## src/common/lecu_pkg.sv

```systemverilog
// Purpose: Constants for the line error counter update block.
// Assumes: Byte-wide register port, one received line symbol per clock.
// Notes: Operation
package lecu_pkg;
    localparam logic [7:0]  ADDR_CFG       = 8'h41;
    localparam logic [7:0]  ADDR_LINE_HI   = 8'h42;
    localparam logic [7:0]  ADDR_LINE_LO   = 8'h43;
    localparam logic [7:0]  ADDR_PATH_HI   = 8'h44;
    localparam logic [7:0]  ADDR_PATH_LO   = 8'h45;
    localparam logic [7:0]  ADDR_FSYNC_HI  = 8'h46;
    localparam logic [7:0]  ADDR_FSYNC_LO  = 8'h47;
    localparam logic [7:0]  ADDR_EBIT_HI   = 8'h48;
    localparam logic [7:0]  ADDR_EBIT_LO   = 8'h49;
    localparam int unsigned CFG_XZ         = 0;
    localparam int unsigned CFG_FSYNC_MOS  = 1;
    localparam int unsigned CFG_FS_REPORT  = 2;
    localparam int unsigned CFG_E1_CV      = 3;
    localparam int unsigned CFG_ACC_MODE   = 4;
    localparam int unsigned CFG_INTERVAL   = 5;
    localparam int unsigned CFG_MANUAL     = 6;
    localparam int unsigned CFG_W          = 7;
    localparam logic [6:0]  CFG_RESET      = 7'h00;
    localparam logic [15:0] CNT_RESET      = 16'h0000;
    localparam logic [15:0] CNT_MAX        = 16'hffff;
    localparam int unsigned CNT_LINE       = 0;
    localparam int unsigned CNT_PATH       = 1;
    localparam int unsigned CNT_FSYNC      = 2;
    localparam int unsigned CNT_EBIT       = 3;
    localparam logic [12:0] T1_SHORT_FRAMES = 13'h14d;
    localparam logic [12:0] E1_SHORT_FRAMES = 13'h1f4;
    localparam logic [12:0] ONE_SEC_FRAMES  = 13'h1f40;
    localparam logic [4:0]  ZRUN_PLAIN     = 5'h10;
    localparam logic [4:0]  ZRUN_B8ZS      = 5'h08;
endpackage

```

## src/design/lecu_top.sv

```systemverilog
// Purpose: Line-code violation detection and error counter update control.
// Assumes: clk is the receive line clock; one symbol on rx_pos/rx_neg per rising edge.
// Notes: Path, frame-sync and E-bit events arrive as pulses from the framer.
`timescale 1ns/100ps
module lecu_top #(
    parameter logic [12:0] ONE_SEC_FRAMES = lecu_pkg::ONE_SEC_FRAMES
) (
    input  wire logic       clk,
    input  wire logic       rst,
    input  wire logic       is_e1,
    input  wire logic       b8zs_enable,
    input  wire logic       hdb3_enable,
    input  wire logic       rx_pos,
    input  wire logic       rx_neg,
    input  wire logic       frame_pulse,
    input  wire logic       receive_sync_lost,
    input  wire logic       path_ft_error,
    input  wire logic       path_fs_error,
    input  wire logic       fbit_error,
    input  wire logic       multiframe_oos,
    input  wire logic       ebit_error,
    input  wire logic [7:0] addr,
    input  wire logic [7:0] wdata,
    input  wire logic       wr_en,
    input  wire logic       rd_en,
    output logic      [7:0] rdata,
    output logic            timer_tick
);
    typedef struct packed {
        logic [1:0]       pin_a;
        logic [1:0]       pin_b;
        logic [15:0]      sym;
        logic [7:0]       bpv;
        logic             last_pol;
        logic             seen_mark;
        logic             last_bpv_pol;
        logic             seen_bpv;
        logic [4:0]       zrun;
        logic [6:0]       cfg;
        logic             man_prev;
        logic [12:0]      frames;
        logic [3:0][15:0] run;
        logic [3:0][15:0] held;
        logic             tick;
        logic [7:0]       rdata;
    } lecu_state_t;

    lecu_state_t q;
    lecu_state_t d;
    logic [1:0]  cur;
    logic        cur_mark;
    logic        new_bpv;
    logic        cw;
    logic        xz_evt;
    logic        e1_bpv;
    logic        e1_cv;
    logic [4:0]  zthr;
    logic [12:0] limit;
    logic        timed_fire;
    logic        man_fire;
    logic        upd;
    logic [3:0]  ev;
    logic [7:0]  mk;
    logic [7:0]  pl;

    always_comb
    begin
        d        = q;
        d.pin_a  = {rx_pos, rx_neg};
        d.pin_b  = q.pin_a;
        cur      = q.pin_b;
        cur_mark = cur[1] ^ cur[0];
        new_bpv  = cur_mark & q.seen_mark & (cur[1] == q.last_pol);
        if (cur_mark)
        begin
            d.last_pol  = cur[1];
            d.seen_mark = 1'b1;
        end
        d.sym = {q.sym[13:0], cur};
        d.bpv = {q.bpv[6:0], new_bpv};
        for (int i = 0; i < 8; i++)
        begin
            mk[i] = d.sym[2*i+1] ^ d.sym[2*i];
            pl[i] = d.sym[2*i+1];
        end
        // A substitution codeword 000VB0VB hides its two violations.
        cw = b8zs_enable & ~is_e1 & ~mk[7] & ~mk[6] & ~mk[5] & ~mk[2]
            & mk[4] & mk[3] & mk[1] & mk[0] & (pl[4] != pl[3])
            & (pl[1] == pl[3]) & (pl[0] != pl[1]) & d.bpv[4] & d.bpv[1];
        if (cw)
        begin
            d.bpv[4] = 1'b0;
            d.bpv[1] = 1'b0;
        end
        zthr   = b8zs_enable ? lecu_pkg::ZRUN_B8ZS : lecu_pkg::ZRUN_PLAIN;
        xz_evt = ~cur_mark & (q.zrun == zthr - 5'h01);
        if (cur_mark)
        begin
            d.zrun = 5'h00;
        end
        else if (q.zrun != zthr)
        begin
            d.zrun = q.zrun + 5'h01;
        end
        // Violations after two zeros are substitution codewords.
        e1_bpv = new_bpv & ~(hdb3_enable & ~(q.sym[1] ^ q.sym[0])
            & ~(q.sym[3] ^ q.sym[2]));
        e1_cv  = new_bpv & q.seen_bpv & (cur[1] == q.last_bpv_pol);
        if (new_bpv)
        begin
            d.last_bpv_pol = cur[1];
            d.seen_bpv     = 1'b1;
        end
        // Line events are never gated by loss of sync.
        if (is_e1)
        begin
            ev[lecu_pkg::CNT_LINE] = q.cfg[lecu_pkg::CFG_E1_CV] ? e1_cv : e1_bpv;
        end
        else
        begin
            ev[lecu_pkg::CNT_LINE] = q.bpv[7] | (q.cfg[lecu_pkg::CFG_XZ] & xz_evt);
        end
        ev[lecu_pkg::CNT_PATH] = ~receive_sync_lost & (path_ft_error
            | (q.cfg[lecu_pkg::CFG_FS_REPORT] & path_fs_error));
        ev[lecu_pkg::CNT_FSYNC] = q.cfg[lecu_pkg::CFG_FSYNC_MOS] ? multiframe_oos
            : (fbit_error & ~receive_sync_lost);
        ev[lecu_pkg::CNT_EBIT] = is_e1 & ebit_error & ~receive_sync_lost;
        if (q.cfg[lecu_pkg::CFG_INTERVAL])
        begin
            limit = is_e1 ? lecu_pkg::E1_SHORT_FRAMES : lecu_pkg::T1_SHORT_FRAMES;
        end
        else
        begin
            limit = ONE_SEC_FRAMES;
        end
        timed_fire = 1'b0;
        if (frame_pulse)
        begin
            if (q.frames >= limit - 13'h0001)
            begin
                d.frames   = 13'h0000;
                timed_fire = ~q.cfg[lecu_pkg::CFG_ACC_MODE];
            end
            else
            begin
                d.frames = q.frames + 13'h0001;
            end
        end
        d.man_prev = q.cfg[lecu_pkg::CFG_MANUAL];
        man_fire   = q.cfg[lecu_pkg::CFG_ACC_MODE] & q.cfg[lecu_pkg::CFG_MANUAL]
            & ~q.man_prev;
        upd        = timed_fire | man_fire;
        d.tick     = timed_fire;
        for (int i = 0; i < 4; i++)
        begin
            if (upd)
            begin
                d.held[i] = q.run[i];
                d.run[i]  = ev[i] ? 16'h0001 : lecu_pkg::CNT_RESET;
            end
            else if (ev[i] && q.run[i] != lecu_pkg::CNT_MAX)
            begin
                d.run[i] = q.run[i] + 16'h0001;
            end
        end
        if (wr_en && addr == lecu_pkg::ADDR_CFG)
        begin
            d.cfg = wdata[lecu_pkg::CFG_W-1:0];
        end
        d.rdata = 8'h00;
        if (rd_en)
        begin
            case (addr)
                lecu_pkg::ADDR_CFG:      d.rdata = {1'b0, q.cfg};
                lecu_pkg::ADDR_LINE_HI:  d.rdata = q.held[lecu_pkg::CNT_LINE][15:8];
                lecu_pkg::ADDR_LINE_LO:  d.rdata = q.held[lecu_pkg::CNT_LINE][7:0];
                lecu_pkg::ADDR_PATH_HI:  d.rdata = q.held[lecu_pkg::CNT_PATH][15:8];
                lecu_pkg::ADDR_PATH_LO:  d.rdata = q.held[lecu_pkg::CNT_PATH][7:0];
                lecu_pkg::ADDR_FSYNC_HI: d.rdata = q.held[lecu_pkg::CNT_FSYNC][15:8];
                lecu_pkg::ADDR_FSYNC_LO: d.rdata = q.held[lecu_pkg::CNT_FSYNC][7:0];
                lecu_pkg::ADDR_EBIT_HI:  d.rdata = q.held[lecu_pkg::CNT_EBIT][15:8];
                lecu_pkg::ADDR_EBIT_LO:  d.rdata = q.held[lecu_pkg::CNT_EBIT][7:0];
                default:                 d.rdata = 8'h00;
            endcase
        end
    end

    always_ff @(posedge clk or posedge rst)
    begin
        if (rst)
        begin
            q     <= '0;
            q.cfg <= lecu_pkg::CFG_RESET;
        end
        else
        begin
            q <= d;
        end
    end

    assign rdata      = q.rdata;
    assign timer_tick = q.tick;
endmodule

```

## config.mk

```make
export PLATFORM = sky130hd
export DESIGN_NAME = lecu_top
export DESIGN_NICKNAME = d
export VERILOG_FILES = /design/src/common/lecu_pkg.sv /design/src/design/lecu_top.sv
export SDC_FILE = /design/constraint.sdc
export NUM_CORES = 1
export LEC_CHECK = 0
export BUFFER_PORTS_ARGS = -buffer_cell sky130_fd_sc_hd__buf_2
export CELL_PAD_IN_SITES_DETAIL_PLACEMENT = 1
export CELL_PAD_IN_SITES_GLOBAL_PLACEMENT = 2
export CORE_MARGIN = 3
export CORE_UTILIZATION = 42
export CTS_CLUSTER_DIAMETER = 40
export DETAILED_ROUTE_END_ITERATION = 7
export PLACE_DENSITY = 0.78
export SLEW_MARGIN = 15
export SYNTH_ARGS = -nofsm -noshare
export SYNTH_HDL_FRONTEND = slang
export SYNTH_SLANG_ARGS = --single-unit
```

## constraint.sdc

```tcl
create_clock -name clk -period 8.6 [get_ports clk]
set_input_delay 1.72 -clock clk [delete_from_list [all_inputs] [get_ports clk]]
set_output_delay 1.72 -clock clk [all_outputs]
set_load 0.1 [all_outputs]
```

Yosys cells after proc, flatten, opt, wreduce, memory -nomap -nowiden
Cells that the tools add are included.
{"block": "op_classes", "n_reduce_logical": 10, "bitwise": 52, "muxes": 27, "magnitude_cmp": 1, "eq_ne": 20, "n_addsub": 8}
{"op": "$mux W16", "count": 8}
{"op": "$eq A8 B7 Y1 const B", "count": 9}
{"op": "$pmux W8 S9", "count": 1}
{"op": "$add A16 B1 Y16 const B", "count": 4}
{"op": "$ne A16 B16 Y1 const B", "count": 4}
{"op": "$and A1 B1 Y1", "count": 30}
{"op": "$mux W13", "count": 2}
{"op": "$mux W8", "count": 2}
{"op": "$mux W5", "count": 3}
{"op": "$add A13 B1 Y13 const B", "count": 1}
{"op": "$ge A13 B13 Y1", "count": 1}
{"op": "$sub A13 B1 Y13 const B", "count": 1}
{"op": "$mux W1", "count": 11}
{"op": "$not A1 Y1", "count": 11}
{"op": "$reduce_bool A2 Y1", "count": 5}
{"op": "$xor A1 B1 Y1", "count": 8}
{"op": "$add A5 B1 Y5 const B", "count": 1}
{"op": "$eq A5 B5 Y1", "count": 1}
{"op": "$logic_and A1 B1 Y1", "count": 5}
{"op": "$ne A5 B5 Y1", "count": 1}
{"op": "$sub A5 B1 Y5 const B", "count": 1}
{"op": "$eq A1 B1 Y1", "count": 3}
{"op": "$or A1 B1 Y1", "count": 3}
{"op": "$ne A1 B1 Y1", "count": 2}
{"block": "word_totals", "in_bits": 32, "regBits": 193}

Logic depth before layout (Yosys ltp)
Gate-level depths: netlist of run 1.
{"block": "logic_depth", "ltp_word": 16, "depth_mapped": 12, "depth_no_buf": 9}

Worst setup path after synthesis of run 1
No wires, ideal clock.
{"block": "synth_timing", "path_kind": "input -> register", "from": "input is_e1", "to": "register q[105] (netlist name)", "stages": 11, "arrival_time_ns": 3.812, "t_required_ns": 8.474, "n_path_buf": 2, "setup_ns": 0.126, "path_slack_ns": 4.662, "path_cell_list": "nand2b_1 -> inv_1 -> ha_1 -> and3_1 -> or3b_1 -> a31oi_4 -> o31ai_4 -> and2_1 -> buf_6 -> buf_6 -> a311o_1"}
{"block": "synth_via", "elab_chain_cells": 8}
{"element": "start: declaration", "line_no": "lecu_top.sv:10", "source": "input wire logic is_e1,"}
{"element": "$mux W8 (*)", "line_no": "lecu_top.sv:130", "source": "limit = is_e1 ? lecu_pkg::E1_SHORT_FRAMES : lecu_pkg::T1_SHORT_FRAMES;"}
{"element": "$mux W13 (*)", "line_no": "lecu_top.sv:128", "source": "if (q.cfg[lecu_pkg::CFG_INTERVAL])"}
{"element": "$sub A13 B1 Y13 (*)", "line_no": "lecu_top.sv:139", "source": "if (q.frames >= limit - 13'h0001)"}
{"element": "$ge A13 B13 Y1 (*)", "line_no": "lecu_top.sv:139"}
{"element": "$mux W1 (*)", "line_no": "lecu_top.sv:139"}
{"element": "$mux W1 (*)", "line_no": "lecu_top.sv:137", "source": "if (frame_pulse)"}
{"element": "$or A1 B1 Y1 (*)", "line_no": "lecu_top.sv:152", "source": "upd = timed_fire | man_fire;"}
{"element": "$mux W16 / $reduce_bool A2 Y1 (equally long branches)"}
{"element": "end: declaration", "line_no": "lecu_top.sv:48", "source": "lecu_state_t q;"}
Mark *: on every way between the ends. The rest lies on a longest branch, timed or not.
A chain may end at the register's enable or synchronous reset.

Worst setup path in the final report of run 1
{"block": "layout_timing", "from": "input is_e1", "to": "register q[39] (netlist name)"}
{"block": "layout_via", "elab_chain_cells": 7}
{"element": "$mux W8", "line_no": "lecu_top.sv:130"}
{"element": "$mux W13", "line_no": "lecu_top.sv:128"}
{"element": "$sub A13 B1 Y13", "line_no": "lecu_top.sv:139"}
{"element": "$ge A13 B13 Y1", "line_no": "lecu_top.sv:139"}
{"element": "$mux W1", "line_no": "lecu_top.sv:139"}
{"element": "$mux W1", "line_no": "lecu_top.sv:137"}
{"element": "$or A1 B1 Y1", "line_no": "lecu_top.sv:152"}
Every way passes these cells.

==> results of run 1 <==
per-layer routing:
| layer | up-vias | GRT usage (%) | part of all wire, % |
|---|---|---|---|
| li1 | 3043 | - | - |
| met1 | 3421 | 27.9 | 48 |
| met2 | 71 | 32.8 | 49 |
| met3 | 18 | 3.38 | 2.7 |
| met4 | 0 | 3.91 | 0.86 |
| met5 | - | 0 | 0 |
per-stage QoR:
step | cell area, µm² | cells | setup slack, ps | hold slack [ps] | power [mW]
after floorplan | 9440 | 842 | 1620 | 331 | 1.23
after global placement | 9790 | 1126 | 3350 | 332 | 1.30
after detailed placement | 9790 | 1126 | 3230 | 336 | 1.32
after CTS | 10400 | 1158 | 3710 | 354 | 2.13
after global routing | 10400 | 1158 | 3560 | 362 | 2.22
final | 10400 | 1158 | 3760 | 353 | 2.11
state kept, by name, summed over array words and instances (netlist names):
register and cells:
q 160, d 22, rdata 8, cur 2, timer_tick 1
cells by family (layout without fill, tap and decap cells):
logic type,Yosys count,in the layout,synth area share [%]
and+or+nand+nor,305,305,16.3
buffers and inverters,65,101,3.66
adders and majority gates,19,19,2.52
DFF,193,193,51.1
AOI/OAI and AO/OA,115,115,8.52
muxes,83,83,12.1
xor gates and xnor gates,62,62,5.75
worst min-delay path by stage:
stage                     slack, ps      to  startpoint
after floorplan                 330  cur[0]      d[191]
after global routing            360  d[173]      d[172]
after detailed placement        340  d[173]      d[172]
after global placement          330  q[174]      d[174]
after CTS                       350  d[173]      d[172]
final                           350  d[173]      d[172]
report_power, final:
group          switching, mW  internal [mW]
sequential            0.0995          0.977
combinational          0.122         0.0983
clock                  0.412          0.397
total                  0.633           1.47
layout by cell type, fill, tap and decap left out, types with 18 or more instances in the layout:
master,count
nor2_1,83
xnor2_1,28
nor3_1,19
mux2_4,56
a21oi_1,25
nand3_1,52
nand4_1,18
dfrtp_1,193
ha_1,19
o21ai_0,20
buf_2,39
nand2_1,55
xor2_1,34
inv_1,23
area by class of cell:
type                       instances  area [µm²]  area share (%)
sequential                       193        4830            46.4
multi-input combinational        584        4270            41.1
clock buffer                      17         425            4.09
tap                              280         350            3.37
timing repair buffer              45         240            2.31
clock inverter                    15         185            1.78
inverter                          24        97.6           0.938
==> run summary, run 1 <==
outcome: finished, final reports clean
Top delay family on crit path: buffers and inverters
highest clock rate: 0.206 GHz
Final Max Slew Viols: 0
Clock Sinks: 193
Wirelength per Cell: 19.9 µm
I/O Buffers: 39
Root Driver: clkbuf_16
Netlist cell types: 68
routability-driven placement congestion ratio: 0.807
worst slew pin tran: 989 ps
CP max FO: 39
initial cell density of the core: 43.0%
reg2reg start: q[156]
final cycle utilization of the critical path: 56.3%
synth cell count leaders: dfrtp_1 (193), nor2_1 (83), mux2_4 (56), nand2_1 (56), nand3_1 (52)
Peak VDD IR: 0.000128 V
area delta synth->final: 10.1%
Vias: 6553
mapped cell area: 0.00944 mm²
FF-to-FF setup slack: 4750 ps
die area: 0.0243 mm²
Sum Neg Setup Slack: 0 ps
number of I/O pins: 41
Hold Crit Depth: 0
top area cells in the synthesized netlist: dfrtp_1 (51%), mux2_4 (8.9%), nor2_1 (3.3%), xor2_1 (3.2%), nand3_1 (2.8%)
Tot GR Track Use: 19.9%
Bufs and invs on worst path: 4
Synth Register Bits: 193
cell repeated most along the worst path: buf_4
Final nets: 916
cts hold-fix bufs: 0
top-count cell post-synth: dfrtp_1
WL final: 23.0 mm
syn nets: 893
number of enable flip-flop cells after synthesis: 0
Worst-path clk slew: 80 ps
CTS Buffer Depth: 2
post-route ant nets: 0
worst path cell trace: buf_2, nand2b_1, inv_1, ha_1, and3_1, or3b_1, a31oi_4, o31ai_4, buf_4, and2_4, buf_4, mux2_4
Stages on worst setup path: 12
Slew headroom: 33.4%
Clock Skew: 13.9 ps
setup violators final: 0
minimum clock period: 4840 ps
worst path required time: 8920 ps
share of layout cells above drive strength 1: 18.3%
Post-CTS Setup Bufs: 0
antenna fix cells: 0
Max-Cap Viols: 0
vias per std cell: 5.66
Critical Path End: q[39]
Syn Area/Cell: 11.2 µm²
data arrival time of the worst path: 5160 ps
DR pass1 iterations: 4
reg2reg path depth: 11
worst reg2reg endpoint: q[39]
first-pass GRT wire length: 38.6 mm
sequential-to-total area share from yosys stat: 51.1%
Congestion Overflow GR: 0
die width: 156 µm
power per standard cell area: 202 mW/mm²
Hold Path Class: flop to flop
crit end category: flop
leakage power: 4.87 nW
Clock Latency Late Sink: 440 ps
top_reg_cell synth: dfrtp_1
synth warn: 0
Post-Syn Instances: 842
critical path class: primary input to flop
post-synth top area cell: dfrtp_1
Synth top area share: 51.1%
number of global-route vias before repair: 6952
Worst path max stage delay: 640 ps
RSZ-0062 raised after global routing: false
CP max stage cell: buf_4
Post-synth ARST share: 100%
Cell Rows: 54
core area: 0.0220 mm²
H-tree levels: 4
largest net degree at the start of global routing: 124
Final Hold Vio Count: 0
DRC errors left: 0
Post-DP HPWL: 16.2 mm
initial DRC count: 367
CTS tree: yes
Finished Core Util: 47.4%
crit path from: is_e1
die extent in y: 156 µm
FILL cells: 2303
Startpoint Class: primary input
Resized cells post-CTS: 0
CTS Buf Count: 17
initial antenna violation count: 0
Note: power is estimated with default switching activity, not from simulation.
==> run 2, diff against run 1 <==
==> constraint.sdc (replaced) <==
create_clock -name clk -period 4.87 [get_ports clk]
set_input_delay 0.974 -clock clk [delete_from_list [all_inputs] [get_ports clk]]
set_output_delay 0.974 -clock clk [all_outputs]
set_load 0.1 [all_outputs]
==> run 2 against run 1 <==
Global-route usage up 0.38 points; sequential share of layout area down 0.38 points; critical path depth down 1; core utilization up 0.39 points; first-iteration DRC count up 6.8%; via count up 0.37%.
==> run summary, run 2 (same netlist as run 1, synthesis figures left out) <==
Sum Neg Setup Slack: 0 ps
number of I/O pins: 41
Post-DP HPWL: 16.2 mm
Final nets: 918
FILL cells: 2369
crit end category: flop
leakage power: 4.89 nW
area delta synth->final: 11.0%
Worst-path clk slew: 90 ps
Bufs and invs on worst path: 3
Worst path max stage delay: 620 ps
CTS Buffer Depth: 2
initial antenna violation count: 1
worst slew pin tran: 1080 ps
die area: 0.0243 mm²
critical path class: primary input to flop
share of layout cells above drive strength 1: 18.5%
area of the multi-input gates: 0.00427 mm²
worst path required time: 5190 ps
placed cells: 1128
most common cell after layout, fill and taps aside: dfrtp_1
Final Max Slew Viols: 0
Post-DP Area: 0.00983 mm²
Congestion Overflow GR: 0
CTS Buf Count: 17
Final Hold Vio Count: 0
initial DRC count: 392
CTS tree: yes
Wirelength per Cell: 20.2 µm
post-route ant nets: 0
Root Driver: clkbuf_16
WL final: 23.5 mm
DRC errors left: 0
Non-Filler Instances: 1161
Clock Skew: 21.2 ps
vias per std cell: 5.66
core area: 0.0220 mm²
Slew headroom: 27.6%
number of global-route vias before repair: 7209
register area: 0.00483 mm²
worst path cell trace: buf_2, nand2b_1, inv_1, ha_1, and3_1, or3b_1, a31oi_4, o31ai_4, and2_4, buf_4, mux2_4
most frequent cells in the layout: dfrtp_1 (193), nor2_1 (83), mux2_4 (56), nand2_1 (55), nand3_1 (52)
final cycle utilization of the critical path: 72.5%
Resized cells post-CTS: 0
minimum clock period: 3530 ps
routability-driven placement congestion ratio: 0.823
largest net degree at the start of global routing: 194
data arrival time of the worst path: 3850 ps
Cell Rows: 54
Clock Sinks: 193
Peak VDD IR: 0.000190 V
DR pass1 iterations: 6
initial cell density of the core: 43.0%
Top delay family on crit path: simple AND/OR/NAND/NOR gates
outcome: finished, final reports clean
Clock Latency Late Sink: 450 ps
Hold Path Class: flop to flop
Startpoint Class: primary input
H-tree levels: 4
Post-CTS Setup Bufs: 0
RSZ-0062 raised after global routing: false
number of flip-flops in the largest register: 160
die extent in y: 156 µm
Largest Register: q
Vias: 6577
power per standard cell area: 363 mW/mm²
CP max stage cell: and2_4
Total Power: 3.81 mW
Final Cell Area: 0.0105 mm²
CP max FO: 34
setup violators final: 0
Max-Cap Viols: 0
I/O Buffers: 39
die width: 156 µm
first-pass GRT wire length: 39.0 mm
Tot GR Track Use: 20.3%
cts hold-fix bufs: 0
highest clock rate: 0.283 GHz
## run 2: final cells by class
class,instances,share of cell area [%]
Clock buffer,17,4.06
Clock inverter,15,2.21
Timing Repair Buffer,47,2.67
Sequential cell,193,46.1
Multi-Input combinational cell,584,40.8
Antenna cell,1,0.0239
Tap cell,280,3.34
Inverter,24,0.895
## run 2: per-layer routing
layer | part of all wire, % | routed length (µm) | GRT usage (%)
met3 | 2.7 | 625 | 2.94
met5 | 0 | 0 | 0
met4 | 1.2 | 278 | 5.76
met2 | 50 | 11600 | 33.6
met1 | 47 | 10900 | 27.9
## run 2: per-stage QoR
step	utilization, %	worst slack, ps	hold WS (ps)
final	47.8	1340	357
after global placement	44.8	935	334
after CTS	47.7	1300	358
after floorplan	-	1410	331
after detailed placement	44.8	829	338
after global routing	47.8	1180	368
## run 2: path summary, 6_finish.rpt
| check | start | endpoint | slack (ps) | depth (start not counted) |
|---|---|---|---|---|
| max | is_e1 | q[56] | 1340 | 11 |
| min | d[174] | q[174] | 360 | 0 |
| max reg2reg | q[156] | q[56] | 1560 | 10 |
| min reg2reg | d[174] | q[174] | 360 | 0 |
| max in group asynchronous | rst | q[121] | 3280 | 3 |
| min in group asynchronous | rst | q[85] | 790 | 3 |
## run 2: where the power goes
group          switching (mW)  internal [mW]
clock network           0.784          0.733
registers               0.179           1.73
logic                   0.216          0.174
total                    1.18           2.63
==> run 3, diff against run 2 <==
==> constraint.sdc (replaced) <==
create_clock -name clk -period 3.4 [get_ports clk]
set_input_delay 0.68 -clock clk [delete_from_list [all_inputs] [get_ports clk]]
set_output_delay 0.68 -clock clk [all_outputs]
set_load 0.1 [all_outputs]
==> run 3 against run 2 <==
Sequential share of layout area down 0.22 points; non-clock buffer count up 8; die area unchanged.
==> run summary, run 3 (same netlist as run 1, synthesis figures left out) <==
worst setup margin: 445 ps
Startpoint Class: flop
Hold Path Class: primary input to flop
placed cells: 1136
number of I/O pins: 41
Wirelength per Cell: 19.8 µm
number of flip-flops in the largest register: 160
Peak VDD IR: 0.000363 V
routability-driven placement congestion ratio: 0.815
Slew headroom: 41.5%
Worst-path clk slew: 90 ps
power per standard cell area: 514 mW/mm²
most common cell after layout, fill and taps aside: dfrtp_1
Sum Neg Setup Slack: 0 ps
final cycle utilization of the critical path: 86.9%
setup violators final: 0
outcome: finished, final reports clean
CTS Buffer Depth: 2
area delta synth->final: 11.6%
Total Power: 5.41 mW
initial antenna violation count: 0
I/O Buffers: 39
WL final: 23.2 mm
Worst path max stage delay: 510 ps
Tot GR Track Use: 19.9%
DRC errors left: 0
minimum clock period: 2950 ps
highest clock rate: 0.338 GHz
Hold Slack: 330 ps
Final Max Slew Viols: 0
initial cell density of the core: 43.0%
first-pass GRT wire length: 38.4 mm
leakage power: 4.93 nW
Congestion Overflow GR: 0
RSZ-0062 raised after global routing: false
Final Hold Vio Count: 0
data arrival time of the worst path: 3280 ps
share of layout cells above drive strength 1: 19.3%
die area: 0.0243 mm²
largest net degree at the start of global routing: 141
DR pass1 iterations: 6
FILL cells: 2311
number of global-route vias before repair: 6995
post-route ant nets: 0
Resized cells post-CTS: 0
Clock Latency Late Sink: 450 ps
worst slew pin tran: 870 ps
antenna fix cells: 0
CP max FO: 24
Vias: 6542
Clock Sinks: 193
Max-Cap Viols: 0
Cell Rows: 54
CTS tree: yes
CTS Buf Count: 17
initial DRC count: 277
Post-Place Worst Slack: 133 ps
cts hold-fix bufs: 0
crit end category: flop
worst path required time: 3730 ps
Largest Register: q
Post-DP HPWL: 16.2 mm
CP max stage cell: dfrtp_1
Root Driver: clkbuf_16
Post-CTS Setup Bufs: 0
H-tree levels: 4
die extent in y: 156 µm
core area: 0.0220 mm²
most frequent cells in the layout: dfrtp_1 (193), nor2_1 (83), mux2_4 (56), nand2_1 (55), nand3_1 (52)
vias per std cell: 5.60
Non-Filler Instances: 1168
Final nets: 926
die width: 156 µm
Clock Skew: 19.5 ps
critical path class: flop to flop
worst path cell trace: nand2b_1, inv_1, ha_1, and3_1, or3b_1, a31oi_4, o31ai_4, and2_4, buf_4, a311o_1
[run 3: cell types whose count changed in the layout (fill, tap and decap cells not counted)]
cell	change
diode_2	-1
inv_16	-1
buf_12	+1
inv_6	+2
buf_4	+7
inv_12	-1
[run 3: layout make-up]
| cell class | count | area [µm²] | area share, % |
|---|---|---|---|
| clock inverters | 15 | 213 | 2.02 |
| clock buffers | 17 | 425 | 4.04 |
| inverters | 24 | 93.8 | 0.890 |
| well taps | 280 | 350 | 3.32 |
| multi-input cells | 584 | 4270 | 40.6 |
| flip-flops and latches | 193 | 4830 | 45.8 |
| repair buffers | 55 | 353 | 3.35 |
[run 3: worst paths after layout]
kind / startpoint / to / slack [ps] / depth (start not counted)
worst max register to register: q[156] / q[89] / 450 / 10
min in group asynchronous: rst / q[77] / 440 / 3
worst min-delay path: rx_neg / d[191] / 330 / 1
worst min register to register: d[174] / q[174] / 360 / 0
worst max-delay path: q[156] / q[89] / 450 / 10
max in group asynchronous: rst / q[66] / 2350 / 3
[run 3: stage by stage]
stage	util [%]	instance area, µm²
2_1_floorplan	-	9450
3_3_place_gp	45.1	9900
3_5_place_dp	45.1	9900
4_1_cts	48.0	10500
5_1_grt	48.0	10500
6_report	48.0	10500
[run 3: worst max-delay path: cells and delay by family (launching register included)]
kind	cells	cell delay, ps
AND/OR/NAND/NOR	4	940
adder cells (fa/ha/maj)	1	290
AO/OA/AOI/OAI	3	740
buffers and inverters	2	350
flip-flops	1	510
[run 3: routing by layer]
metal	vias up	wire (µm)	track usage [%]	share of wire, %
li1	3045	-	-	-
met1	3401	11100	27.7	48
met2	76	11300	32.8	49
met3	20	500	3.33	2.2
met4	0	312	4.92	1.3
met5	-	0	0	0
[run 3: power breakdown]
group          total, mW  switching (mW)  internal, mW
logic              0.561           0.308         0.253
clock network       2.13            1.10          1.03
registers           2.72           0.250          2.47
total               5.41            1.65          3.76
